File: src/rtl/lic_defs.vh
// Constants for the local interrupt controller core
`ifndef LIC_DEFS_VH
`define LIC_DEFS_VH
// ******************************
// Delivery modes
// ******************************
`define LIC_MODE_W 3
`define LIC_MODE_FIXED 3'h0
`define LIC_MODE_LOWPRI 3'h1
`define LIC_MODE_SMI 3'h2
`define LIC_MODE_RREAD 3'h3
`define LIC_MODE_NMI 3'h4
`define LIC_MODE_INIT 3'h5
`define LIC_MODE_START 3'h6
// ******************************
// Local vector table entries
// ******************************
`define LIC_LVT_N 5
`define LIC_LVT_SEL_W 3
`define LIC_LVT_PIN0 3'h0
`define LIC_LVT_PIN1 3'h1
`define LIC_LVT_ERR 3'h2
`define LIC_LVT_PERF 3'h3
`define LIC_LVT_THERM 3'h4
`define LIC_LVT_MASK_RST 5'h1F
// ******************************
// Widths and reset values
// ******************************
`define LIC_LDEST_W 8
`define LIC_ID_W_EARLY 4
`define LIC_ID_W_LATE 8
`define LIC_ESR_W 8
`define LIC_VEC_W 8
`define LIC_BCAST 8'hFF
`define LIC_CLUSTER_HI 7
`define LIC_CLUSTER_LO 4
`endif

File: src/rtl/lic_core.v
// Local interrupt controller core: message acceptance, local vector table, errors and command sends
`timescale 1ns/1ns
`include "lic_defs.vh"

// Overview of operation
// RULE1: Clearing enable keeps registers but sets every local vector table mask.
// RULE2: While disabled, only startup-reset, system-management, NMI and start-up messages accepted.
// RULE3: NMI and startup-reset always edge triggered, except startup-reset deassert.
// RULE4: Command register sends are edge triggered, except startup-reset deassert.
// RULE5: Logical destination register is 8 bits and matches logical messages.
// RULE6: Identifier is 4 bits in the earlier variant, 8 in the later.
// RULE7: Later variant never services remote-read messages.
// RULE8: Lowest-priority arbitration joined only when a free interrupt slot exists.
// RULE9: Logical destination mode supports cluster addressing.
// RULE10: Software enables or disables focus-processor checking.
// RULE11: Later variant never delivers lowest-priority interrupts to a focus processor.
// RULE12: Each local pin has its own programmable active polarity.
// RULE13: System-management messages are accepted and can be sent by the command register.
// RULE14: Error status register logs errors and reports them via a local interrupt.
// RULE15: A vector table entry delivers performance counter interrupts.
// RULE16: Later variant has a vector table entry for thermal sensor interrupts.
// RULE17: Later variant does not support the flat cluster logical form.
// RULE18: After re-enable, masks stay set until software clears them.
module lic_core #(
    parameter LATER_VARIANT = 1
)(
    input wire clk,
    input wire sys_rst,
    input wire sw_enable,
    input wire focus_chk_en,
    input wire cluster_mode,
    input wire flat_cluster,
    input wire [1:0] pin_active_low,
    input wire id_wr,
    input wire [7:0] id_wr_val,
    input wire ldest_wr,
    input wire [7:0] ldest_wr_val,
    input wire lvt_wr,
    input wire [2:0] lvt_wr_sel,
    input wire [7:0] lvt_wr_vec,
    input wire lvt_wr_mask,
    input wire local_pin0,
    input wire local_pin1,
    input wire perf_evt,
    input wire therm_evt,
    input wire [7:0] err_evt,
    input wire esr_clear,
    input wire msg_valid,
    input wire [2:0] msg_mode,
    input wire msg_level,
    input wire msg_deassert,
    input wire msg_logical,
    input wire [7:0] msg_dest,
    input wire [7:0] msg_vec,
    input wire icr_go,
    input wire [2:0] icr_mode,
    input wire icr_level,
    input wire icr_deassert,
    input wire [7:0] icr_vec,
    input wire [7:0] icr_dest,
    input wire core_ack,
    output wire msg_accept,
    output wire msg_lowpri_bid,
    output wire msg_focus,
    output reg rread_valid_r,
    output reg [7:0] rread_data_r,
    output reg [4:0] lvt_mask_r,
    output reg [7:0] esr_r,
    output reg [7:0] id_r,
    output reg [7:0] ldest_r,
    output reg core_intr_r,
    output reg [7:0] core_vec_r,
    output reg core_level_r,
    output reg core_nmi_r,
    output reg core_smi_r,
    output reg core_init_r,
    output reg core_start_r,
    output reg [7:0] core_start_vec_r,
    output reg send_valid_r,
    output reg [2:0] send_mode_r,
    output reg send_level_r,
    output reg [7:0] send_vec_r,
    output reg [7:0] send_dest_r
);

// ******************************
// Variant dependent widths
// ******************************
localparam ID_W = LATER_VARIANT ? `LIC_ID_W_LATE : `LIC_ID_W_EARLY;
// Upper identifier bits read as zero in the narrow variant
localparam [7:0] ID_KEEP = 8'hFF >> (`LIC_ID_W_LATE - ID_W);

// ******************************
// State
// ******************************
reg [7:0] lvt_vec_r [0:`LIC_LVT_N-1];
reg [4:0] lvt_pend_r;
reg [4:0] lvt_pend_nxt;
reg [1:0] pin_s1_r;
reg [1:0] pin_s2_r;
reg [1:0] pin_q_r;
reg [7:0] esr_nxt;
reg [7:0] slot_vec_nxt;
reg slot_fill;
reg slot_level_nxt;
reg [2:0] pick;
integer i;
integer k;

// ******************************
// Local pin synchronisers and polarity
// ******************************
wire [1:0] pin_act = pin_s2_r ^ pin_active_low; // RULE12
wire [1:0] pin_rise = pin_act & ~pin_q_r;

always @(posedge clk)
begin
    if (sys_rst)
    begin
        pin_s1_r <= 2'h0;
        pin_s2_r <= 2'h0;
        // Reads as already active, so no false edge follows reset
        pin_q_r <= 2'h3;
    end
    else
    begin
        pin_s1_r <= {local_pin1, local_pin0};
        pin_s2_r <= pin_s1_r;
        pin_q_r <= pin_act;
    end
end

// ******************************
// Destination matching
// ******************************
wire [7:0] id_full = id_r & ID_KEEP; // RULE6
// All-ones destination reaches every controller
wire phys_hit = (msg_dest == `LIC_BCAST) || (msg_dest == id_full);
wire [3:0] mem_and = msg_dest[3:0] & ldest_r[3:0];
wire clu_same = msg_dest[`LIC_CLUSTER_HI:`LIC_CLUSTER_LO] == ldest_r[`LIC_CLUSTER_HI:`LIC_CLUSTER_LO];
// Flat cluster ignores the cluster field; the later variant drops it
wire flat_ok = flat_cluster && (LATER_VARIANT == 0); // RULE17
wire clu_hit = (clu_same || flat_ok || msg_dest == `LIC_BCAST) && (mem_and != 4'h0); // RULE9
wire flat_hit = (msg_dest & ldest_r) != 8'h00; // RULE5
wire log_hit = cluster_mode ? clu_hit : flat_hit;
wire dest_hit = msg_logical ? log_hit : phys_hit;

// ******************************
// Message acceptance
// ******************************
wire is_fixed = msg_mode == `LIC_MODE_FIXED;
wire is_lowpri = msg_mode == `LIC_MODE_LOWPRI;
wire is_rread = msg_mode == `LIC_MODE_RREAD;
wire is_nmi = msg_mode == `LIC_MODE_NMI;
wire is_init = msg_mode == `LIC_MODE_INIT;
wire is_start = msg_mode == `LIC_MODE_START;
wire is_smi = msg_mode == `LIC_MODE_SMI;
wire sys_kind = is_nmi || is_init || is_start || is_smi; // RULE2 RULE13
// One slot: while it is full, fixed is refused and lowest-priority is taken only on a focus match
wire slot_free = !core_intr_r;
wire focus_on = focus_chk_en && (LATER_VARIANT == 0); // RULE10 RULE11
wire focus_match = focus_on && core_intr_r && (core_vec_r == msg_vec);
wire hit_v = msg_valid && dest_hit;

assign msg_lowpri_bid = hit_v && is_lowpri && sw_enable && slot_free; // RULE8
assign msg_focus = hit_v && is_lowpri && sw_enable && focus_match; // RULE11
wire acc_slot = hit_v && sw_enable && slot_free && (is_fixed || is_lowpri); // RULE2
wire acc_rread = hit_v && sw_enable && is_rread && (LATER_VARIANT == 0); // RULE7
// Reply is the vector table word, or error status past the table
wire [2:0] rread_sel = msg_vec[2:0];
wire [7:0] rread_word = (rread_sel < `LIC_LVT_N) ? lvt_vec_r[rread_sel] : esr_r;
wire acc_sys = hit_v && sys_kind; // RULE2
assign msg_accept = acc_slot || acc_rread || acc_sys || msg_focus;
// Level programming on NMI and plain startup-reset is ignored
wire forced_edge = is_nmi || (is_init && !msg_deassert); // RULE3
wire msg_trig = msg_level && !forced_edge;

// ******************************
// Local vector table and errors
// ******************************
wire err_any = |err_evt;
wire therm_ok = therm_evt && (LATER_VARIANT != 0); // RULE16
wire [4:0] lvt_evt = {therm_ok, perf_evt, err_any, pin_rise}; // RULE15

// ******************************
// Pending events and slot fill
// ******************************
always @*
begin
    esr_nxt = esr_r;
    if (esr_clear)
    begin
        esr_nxt = 8'h00;
    end
    // New errors win over a clear in the same cycle
    esr_nxt = esr_nxt | err_evt; // RULE14
    lvt_pend_nxt = lvt_pend_r | (lvt_evt & ~lvt_mask_r); // RULE14
    pick = 3'h0;
    slot_fill = 1'b0;
    slot_vec_nxt = core_vec_r;
    slot_level_nxt = core_level_r;
    if (acc_slot)
    begin
        slot_fill = 1'b1;
        slot_vec_nxt = msg_vec;
        slot_level_nxt = msg_trig;
    end
    else if (slot_free && lvt_pend_r != 5'h00)
    begin
        for (i = `LIC_LVT_N - 1; i >= 0; i = i - 1)
        begin
            if (lvt_pend_r[i])
            begin
                pick = i[2:0];
            end
        end
        slot_fill = 1'b1;
        slot_vec_nxt = lvt_vec_r[pick];
        slot_level_nxt = 1'b0;
        lvt_pend_nxt[pick] = lvt_evt[pick] && !lvt_mask_r[pick];
    end
end

// ******************************
// Register file and slot
// ******************************
always @(posedge clk)
begin
    if (sys_rst)
    begin
        lvt_mask_r <= `LIC_LVT_MASK_RST;
        lvt_pend_r <= 5'h00;
        esr_r <= 8'h00;
        id_r <= 8'h00;
        ldest_r <= 8'h00;
        core_intr_r <= 1'b0;
        core_vec_r <= 8'h00;
        core_level_r <= 1'b0;
        for (k = 0; k < `LIC_LVT_N; k = k + 1)
        begin
            lvt_vec_r[k] <= 8'h00;
        end
    end
    else
    begin
        esr_r <= esr_nxt;
        lvt_pend_r <= lvt_pend_nxt & ~lvt_mask_r;
        if (id_wr)
        begin
            id_r <= id_wr_val & ID_KEEP; // RULE6
        end
        if (ldest_wr)
        begin
            ldest_r <= ldest_wr_val; // RULE5
        end
        if (lvt_wr && lvt_wr_sel < `LIC_LVT_N)
        begin
            lvt_vec_r[lvt_wr_sel] <= lvt_wr_vec;
            lvt_mask_r[lvt_wr_sel] <= lvt_wr_mask; // RULE18
        end
        // Disable forces masks only; pending local events drop a cycle later, other state is kept for re-enable
        if (!sw_enable)
        begin
            lvt_mask_r <= `LIC_LVT_MASK_RST; // RULE1
        end
        if (slot_fill)
        begin
            core_intr_r <= 1'b1;
            core_vec_r <= slot_vec_nxt;
            core_level_r <= slot_level_nxt;
        end
        else if (core_ack)
        begin
            core_intr_r <= 1'b0;
        end
    end
end

// ******************************
// System messages to the core
// ******************************
always @(posedge clk)
begin
    if (sys_rst)
    begin
        core_nmi_r <= 1'b0;
        core_smi_r <= 1'b0;
        core_init_r <= 1'b0;
        core_start_r <= 1'b0;
        core_start_vec_r <= 8'h00;
        rread_valid_r <= 1'b0;
        rread_data_r <= 8'h00;
    end
    else
    begin
        core_nmi_r <= acc_sys && is_nmi; // RULE3
        core_smi_r <= acc_sys && is_smi; // RULE13
        // Deassert only ends a level; it never restarts the core
        core_init_r <= acc_sys && is_init && !msg_deassert; // RULE3
        core_start_r <= acc_sys && is_start;
        if (acc_sys && is_start)
        begin
            core_start_vec_r <= msg_vec;
        end
        rread_valid_r <= acc_rread; // RULE7
        if (acc_rread)
        begin
            rread_data_r <= rread_word;
        end
    end
end

// ******************************
// Command register sends
// ******************************
// Only a startup-reset deassert may leave as a level
wire icr_level_ok = icr_level && icr_deassert && (icr_mode == `LIC_MODE_INIT); // RULE4

always @(posedge clk)
begin
    if (sys_rst)
    begin
        send_valid_r <= 1'b0;
        send_mode_r <= `LIC_MODE_FIXED;
        send_level_r <= 1'b0;
        send_vec_r <= 8'h00;
        send_dest_r <= 8'h00;
    end
    else
    begin
        send_valid_r <= icr_go; // RULE13
        if (icr_go)
        begin
            send_mode_r <= icr_mode;
            send_level_r <= icr_level_ok; // RULE4
            send_vec_r <= icr_vec;
            send_dest_r <= icr_dest;
        end
    end
end

endmodule

File: config.mk
export PLATFORM = sky130hd
export DESIGN_NAME = lic_core
export DESIGN_NICKNAME = d
export VERILOG_FILES = /design/src/rtl/lic_core.v
export VERILOG_INCLUDE_DIRS = /design/src /design/src/rtl
export SDC_FILE = /design/constraint.sdc
export NUM_CORES = 1
export LEC_CHECK = 0
export BUFFER_PORTS_ARGS = -buffer_cell sky130_fd_sc_hd__buf_2
export CAP_MARGIN = 5
export CORE_MARGIN = 2
export CORE_UTILIZATION = 40
export DETAILED_ROUTE_END_ITERATION = 8
export GPL_TIMING_DRIVEN = 1
export PLACE_DENSITY = 0.66
export SLEW_MARGIN = 15
export SYNTH_ARGS = -nofsm -noshare
export SYNTH_HDL_FRONTEND = slang
export SYNTH_SLANG_ARGS = --single-unit
File: constraint.sdc
create_clock -name clk -period 2.8 [get_ports clk]
set_input_delay 0.42 -clock clk [delete_from_list [all_inputs] [get_ports clk]]
set_output_delay 0.42 -clock clk [all_outputs]
set_load 0.005 [all_outputs]
==> summary.md <==
| Metric | Value |
|---|---|
| Switching share of power | `21.60%` |
| Clock root buffer | `clkbuf_16` |
| H-tree depth | `4` |
| Worst Setup Path Type | `reg -> out` |
| Total of max-cap violations | `0` |
| Power per cell area | `632.0 nW/µm²` |
| Final Cycle Share | `100.4%` |
| Setup Skew | `0.005753 ns` |
| Max rail drop VDD | `0.3555 mV` |
| Overflow after GRT | `0` |
| Synth warn | `0` |
| Clk_lat worst skew | `0.41 ns` |
| Via count | `4,398` |
| Actual slew at the worst max-slew pin | `0.9082 ns` |
| Cell Rows | `42` |
| WP data arrival | `2.39 ns` |
| Power, Total | `4.441 mW` |
| Die area | `14,360 µm²` |
| DRT Wirelength | `13,320 µm` |
| Clock buffer depth | `2` |
| Top_reg_cell synth | `dfxtp_1` |
| Startpoint Class | `flop` |
| Register Area | `2870 µm²` |
| # diodes | `0` |
| CTS Buf Count | `17` |
| Int Pwr | `3.482 mW` |
| Vias in the first global route | `4,282` |
| Synth top area cells | `dfxtp_1 31%, edfxtp_1 22%, mux2i_1 10%` |
| Combinational power share | `8.2%` |
| Worst-path cell chain | `ha_4, or4_4, o211a_1, o21a_1, or3_4, nor2_1, buf_2` |
| Crit path time final | `2.812 ns` |
| Sequential share of power | `44.5%` |
| CP max stage cell | `or4_4` |
| Commonest non-fill, non-tap cells in the layout | `169 x buf_2, 79 x dfxtp_1, 64 x nor2_1, 54 x mux2i_1` |
| Seq/Total Area, Yosys | `53.35%` |
| Post-synth top area share | `30.96%` |
| CP endpoint kind | `primary output` |
| Mapped Avg Cell Area | `10.50 µm²` |
| Hold crit path type | `in -> reg` |
| Non-Filler Instances | `877` |
| First-pass GRT wire length | `20,860 µm` |
| Final setup vio count | `2` |
| Final slew viol count | `0` |
| CP max FO | `3` |
| Leakage | `3.155 nW` |
| Drt first-iter violations | `187` |
| Average wire per standard cell | `15.19 µm` |
| Slowest stage delay, CP | `0.50 ns` |
| Antenna viol nets, final | `0` |
| Die Y | `119.8 µm` |
| Switching pwr | `0.9594 mW` |
| Initial Util | `40.68%` |
| Cell Area, Placed | `6362 µm²` |
| Hold Vio Cnt, Final | `0` |
| # DRC | `0` |
| NumNets Final | `790` |
| Layout cells sized above 1 | `32.38%` |
| Status | `finished with violations` |
| Initial antenna violation count | `0` |
| GPL Wtd Cong | `0.9183` |
| Largest net degree at the start of global routing | `74` |
| Total GRT Usage | `18.56%` |
| R2R depth | `8` |
| Max frequency | `355.6 MHz` |
| Post-Route Utilization | `53.27%` |
| DP Wirelength | `10,160 µm` |
| Failing checks | `setup timing` |
| Worst hold path depth | `2` |
| Port buffer count | `169` |
| Post-Syn Area | `5366 µm²` |
| Clock transition at the registers of the reported paths | `0.05 ns` |
| Post-synth EDFFs | `40` |
| Slew margin rel. | `38.69%` |
| Seq cells post-synth | `123` |
| Die Width | `119.8 µm` |
| Commonest non-fill, non-tap cell in the layout | `buf_2` |
| Core Box Area | `13,190 µm²` |
| Clock sinks | `123` |
| Setup WS pre-CTS | `0.06531 ns` |
| Count of hold buffers inserted by post-cts repair | `0` |
| Fillers | `1,220` |
| Post-Syn Instances | `511` |
| Area of the multi-input gates | `2370 µm²` |
| Synth area leader | `dfxtp_1` |
| Area Overhead vs Synth | `30.94%` |
| R2R Setup Slk | `0.28 ns` |
| Final Cell Area | `7027 µm²` |
| Top-level I/O count | `182` |
| RSZ-0062 raised after global routing | `true` |
| Drt pass-1 iters | `5` |
| Crit path required time | `2.38 ns` |
| CTS tree | `built` |
| Fraction of registers with async set/reset | `0%` |
| Clock share of power | `47.4%` |
| Final worst slack | `-0.01201 ns` |
| Vias per inst | `5.015` |
| Cell variety after synth | `49` |
| Dpl cells | `840` |
[final timing paths]
kind / start / to
setup / recovery: ldest_r[5] / msg_lowpri_bid
hold / removal: msg_deassert / core_init_r
setup reg to reg: ldest_r[5] / core_level_r
hold reg to reg: pin_s1_r[1] / pin_s2_r[1]
[synth_stat cells (6+ instances only)]
cell type and n:
clkbuf_1 20, nand3_1 6, xor2_1 8, nand2_1 18, o21ai_0 9, a22oi_1 16, nor2_1 64, and2_1 40
a21oi_1 21, or2_2 6, dfxtp_1 83, buf_4 10, mux2i_1 54, inv_1 8, nor2b_1 11, a311o_1 9
nor3_1 8, nand2b_1 24, nor4_1 9, o22a_1 7, edfxtp_1 40
[state kept, by name, indices dropped and copies added, names as in the netlist, 2 cells and up]
signal and flops:
lvt_mask_r 5, core_vec_r 8, send_dest_r 8, lvt_pend_r 5, esr_r 8, id_r 8, pin_s1_r 2, core_start_vec_r 8
ldest_r 8, pin_s2_r 2, lvt_vec_r 40, pin_q_r 2, send_mode_r 3, send_vec_r 8
[repair_timing]
item                       in CTS  in global routing
pin swaps                       5                  2
cloned                          0                  0
gates resized for setup         8                  3
hold endpoints to repair        0                  0
buffers inserted                4                  1
setup endpoints to repair       2                  2
[power by group through the flow]
stage | sequential, mW | combinational [mW] | clock, mW
6_report | 1.98 | 0.362 | 2.10
5_1_grt | 1.98 | 0.399 | 2.22
3_5_place_dp | 2.01 | 0.351 | 0
2_1_floorplan | 2.00 | 0.184 | 0
4_1_cts | 1.97 | 0.360 | 2.15
3_3_place_gp | 2.01 | 0.341 | 0
[final cells by class]
type,instances,share of cell area (%)
Clock buffer,24,6.873
Clock inverter,8,1.282
Inverter,8,0.4274
Multi-Input combinational cell,355,33.73
Sequential cell,123,40.85
Tap cell,176,3.134
Timing Repair Buffer,183,13.71
[critical path, delay by kind of cell (launching register included)]
| kind | cells | cell delay, ns |
|---|---|---|
| AOI/OAI and AO/OA | 2 | 0.34 |
| adders and majority gates | 1 | 0.21 |
| buffers and inverters | 1 | 0.11 |
| DFF | 1 | 0.35 |
| and+or+nand+nor | 3 | 0.97 |
[cell families after synthesis]
group                      synth area share, %
and+or+nand+nor                          19.56
DFF                                      53.35
AOI/OAI and AO/OA                        10.19
muxes                                    10.28
buffers and inverters                    3.987
xor gates and xnor gates                 1.632
adders and majority gates               0.9327
other                                  0.06988
[through the flow]
stage	hold WS (ns)	setup TNS (ns)
floorplan	0.4138	0
global placement	0.4288	0
finish	0.2091	-0.01666
detailed placement	0.4277	0
global route	0.1973	-0.1569
CTS	0.1980	-0.05534
[layer usage]
layer	wire, µm	vias up	GRT usage (%)
met5	0	-	0
met4	293	0	7.794
met3	817	27	4.753
met2	6492	171	31.43
met1	5720	2043	22.40
li1	-	2157	-
No activity file was read; power rests on OpenSTA's default activity.
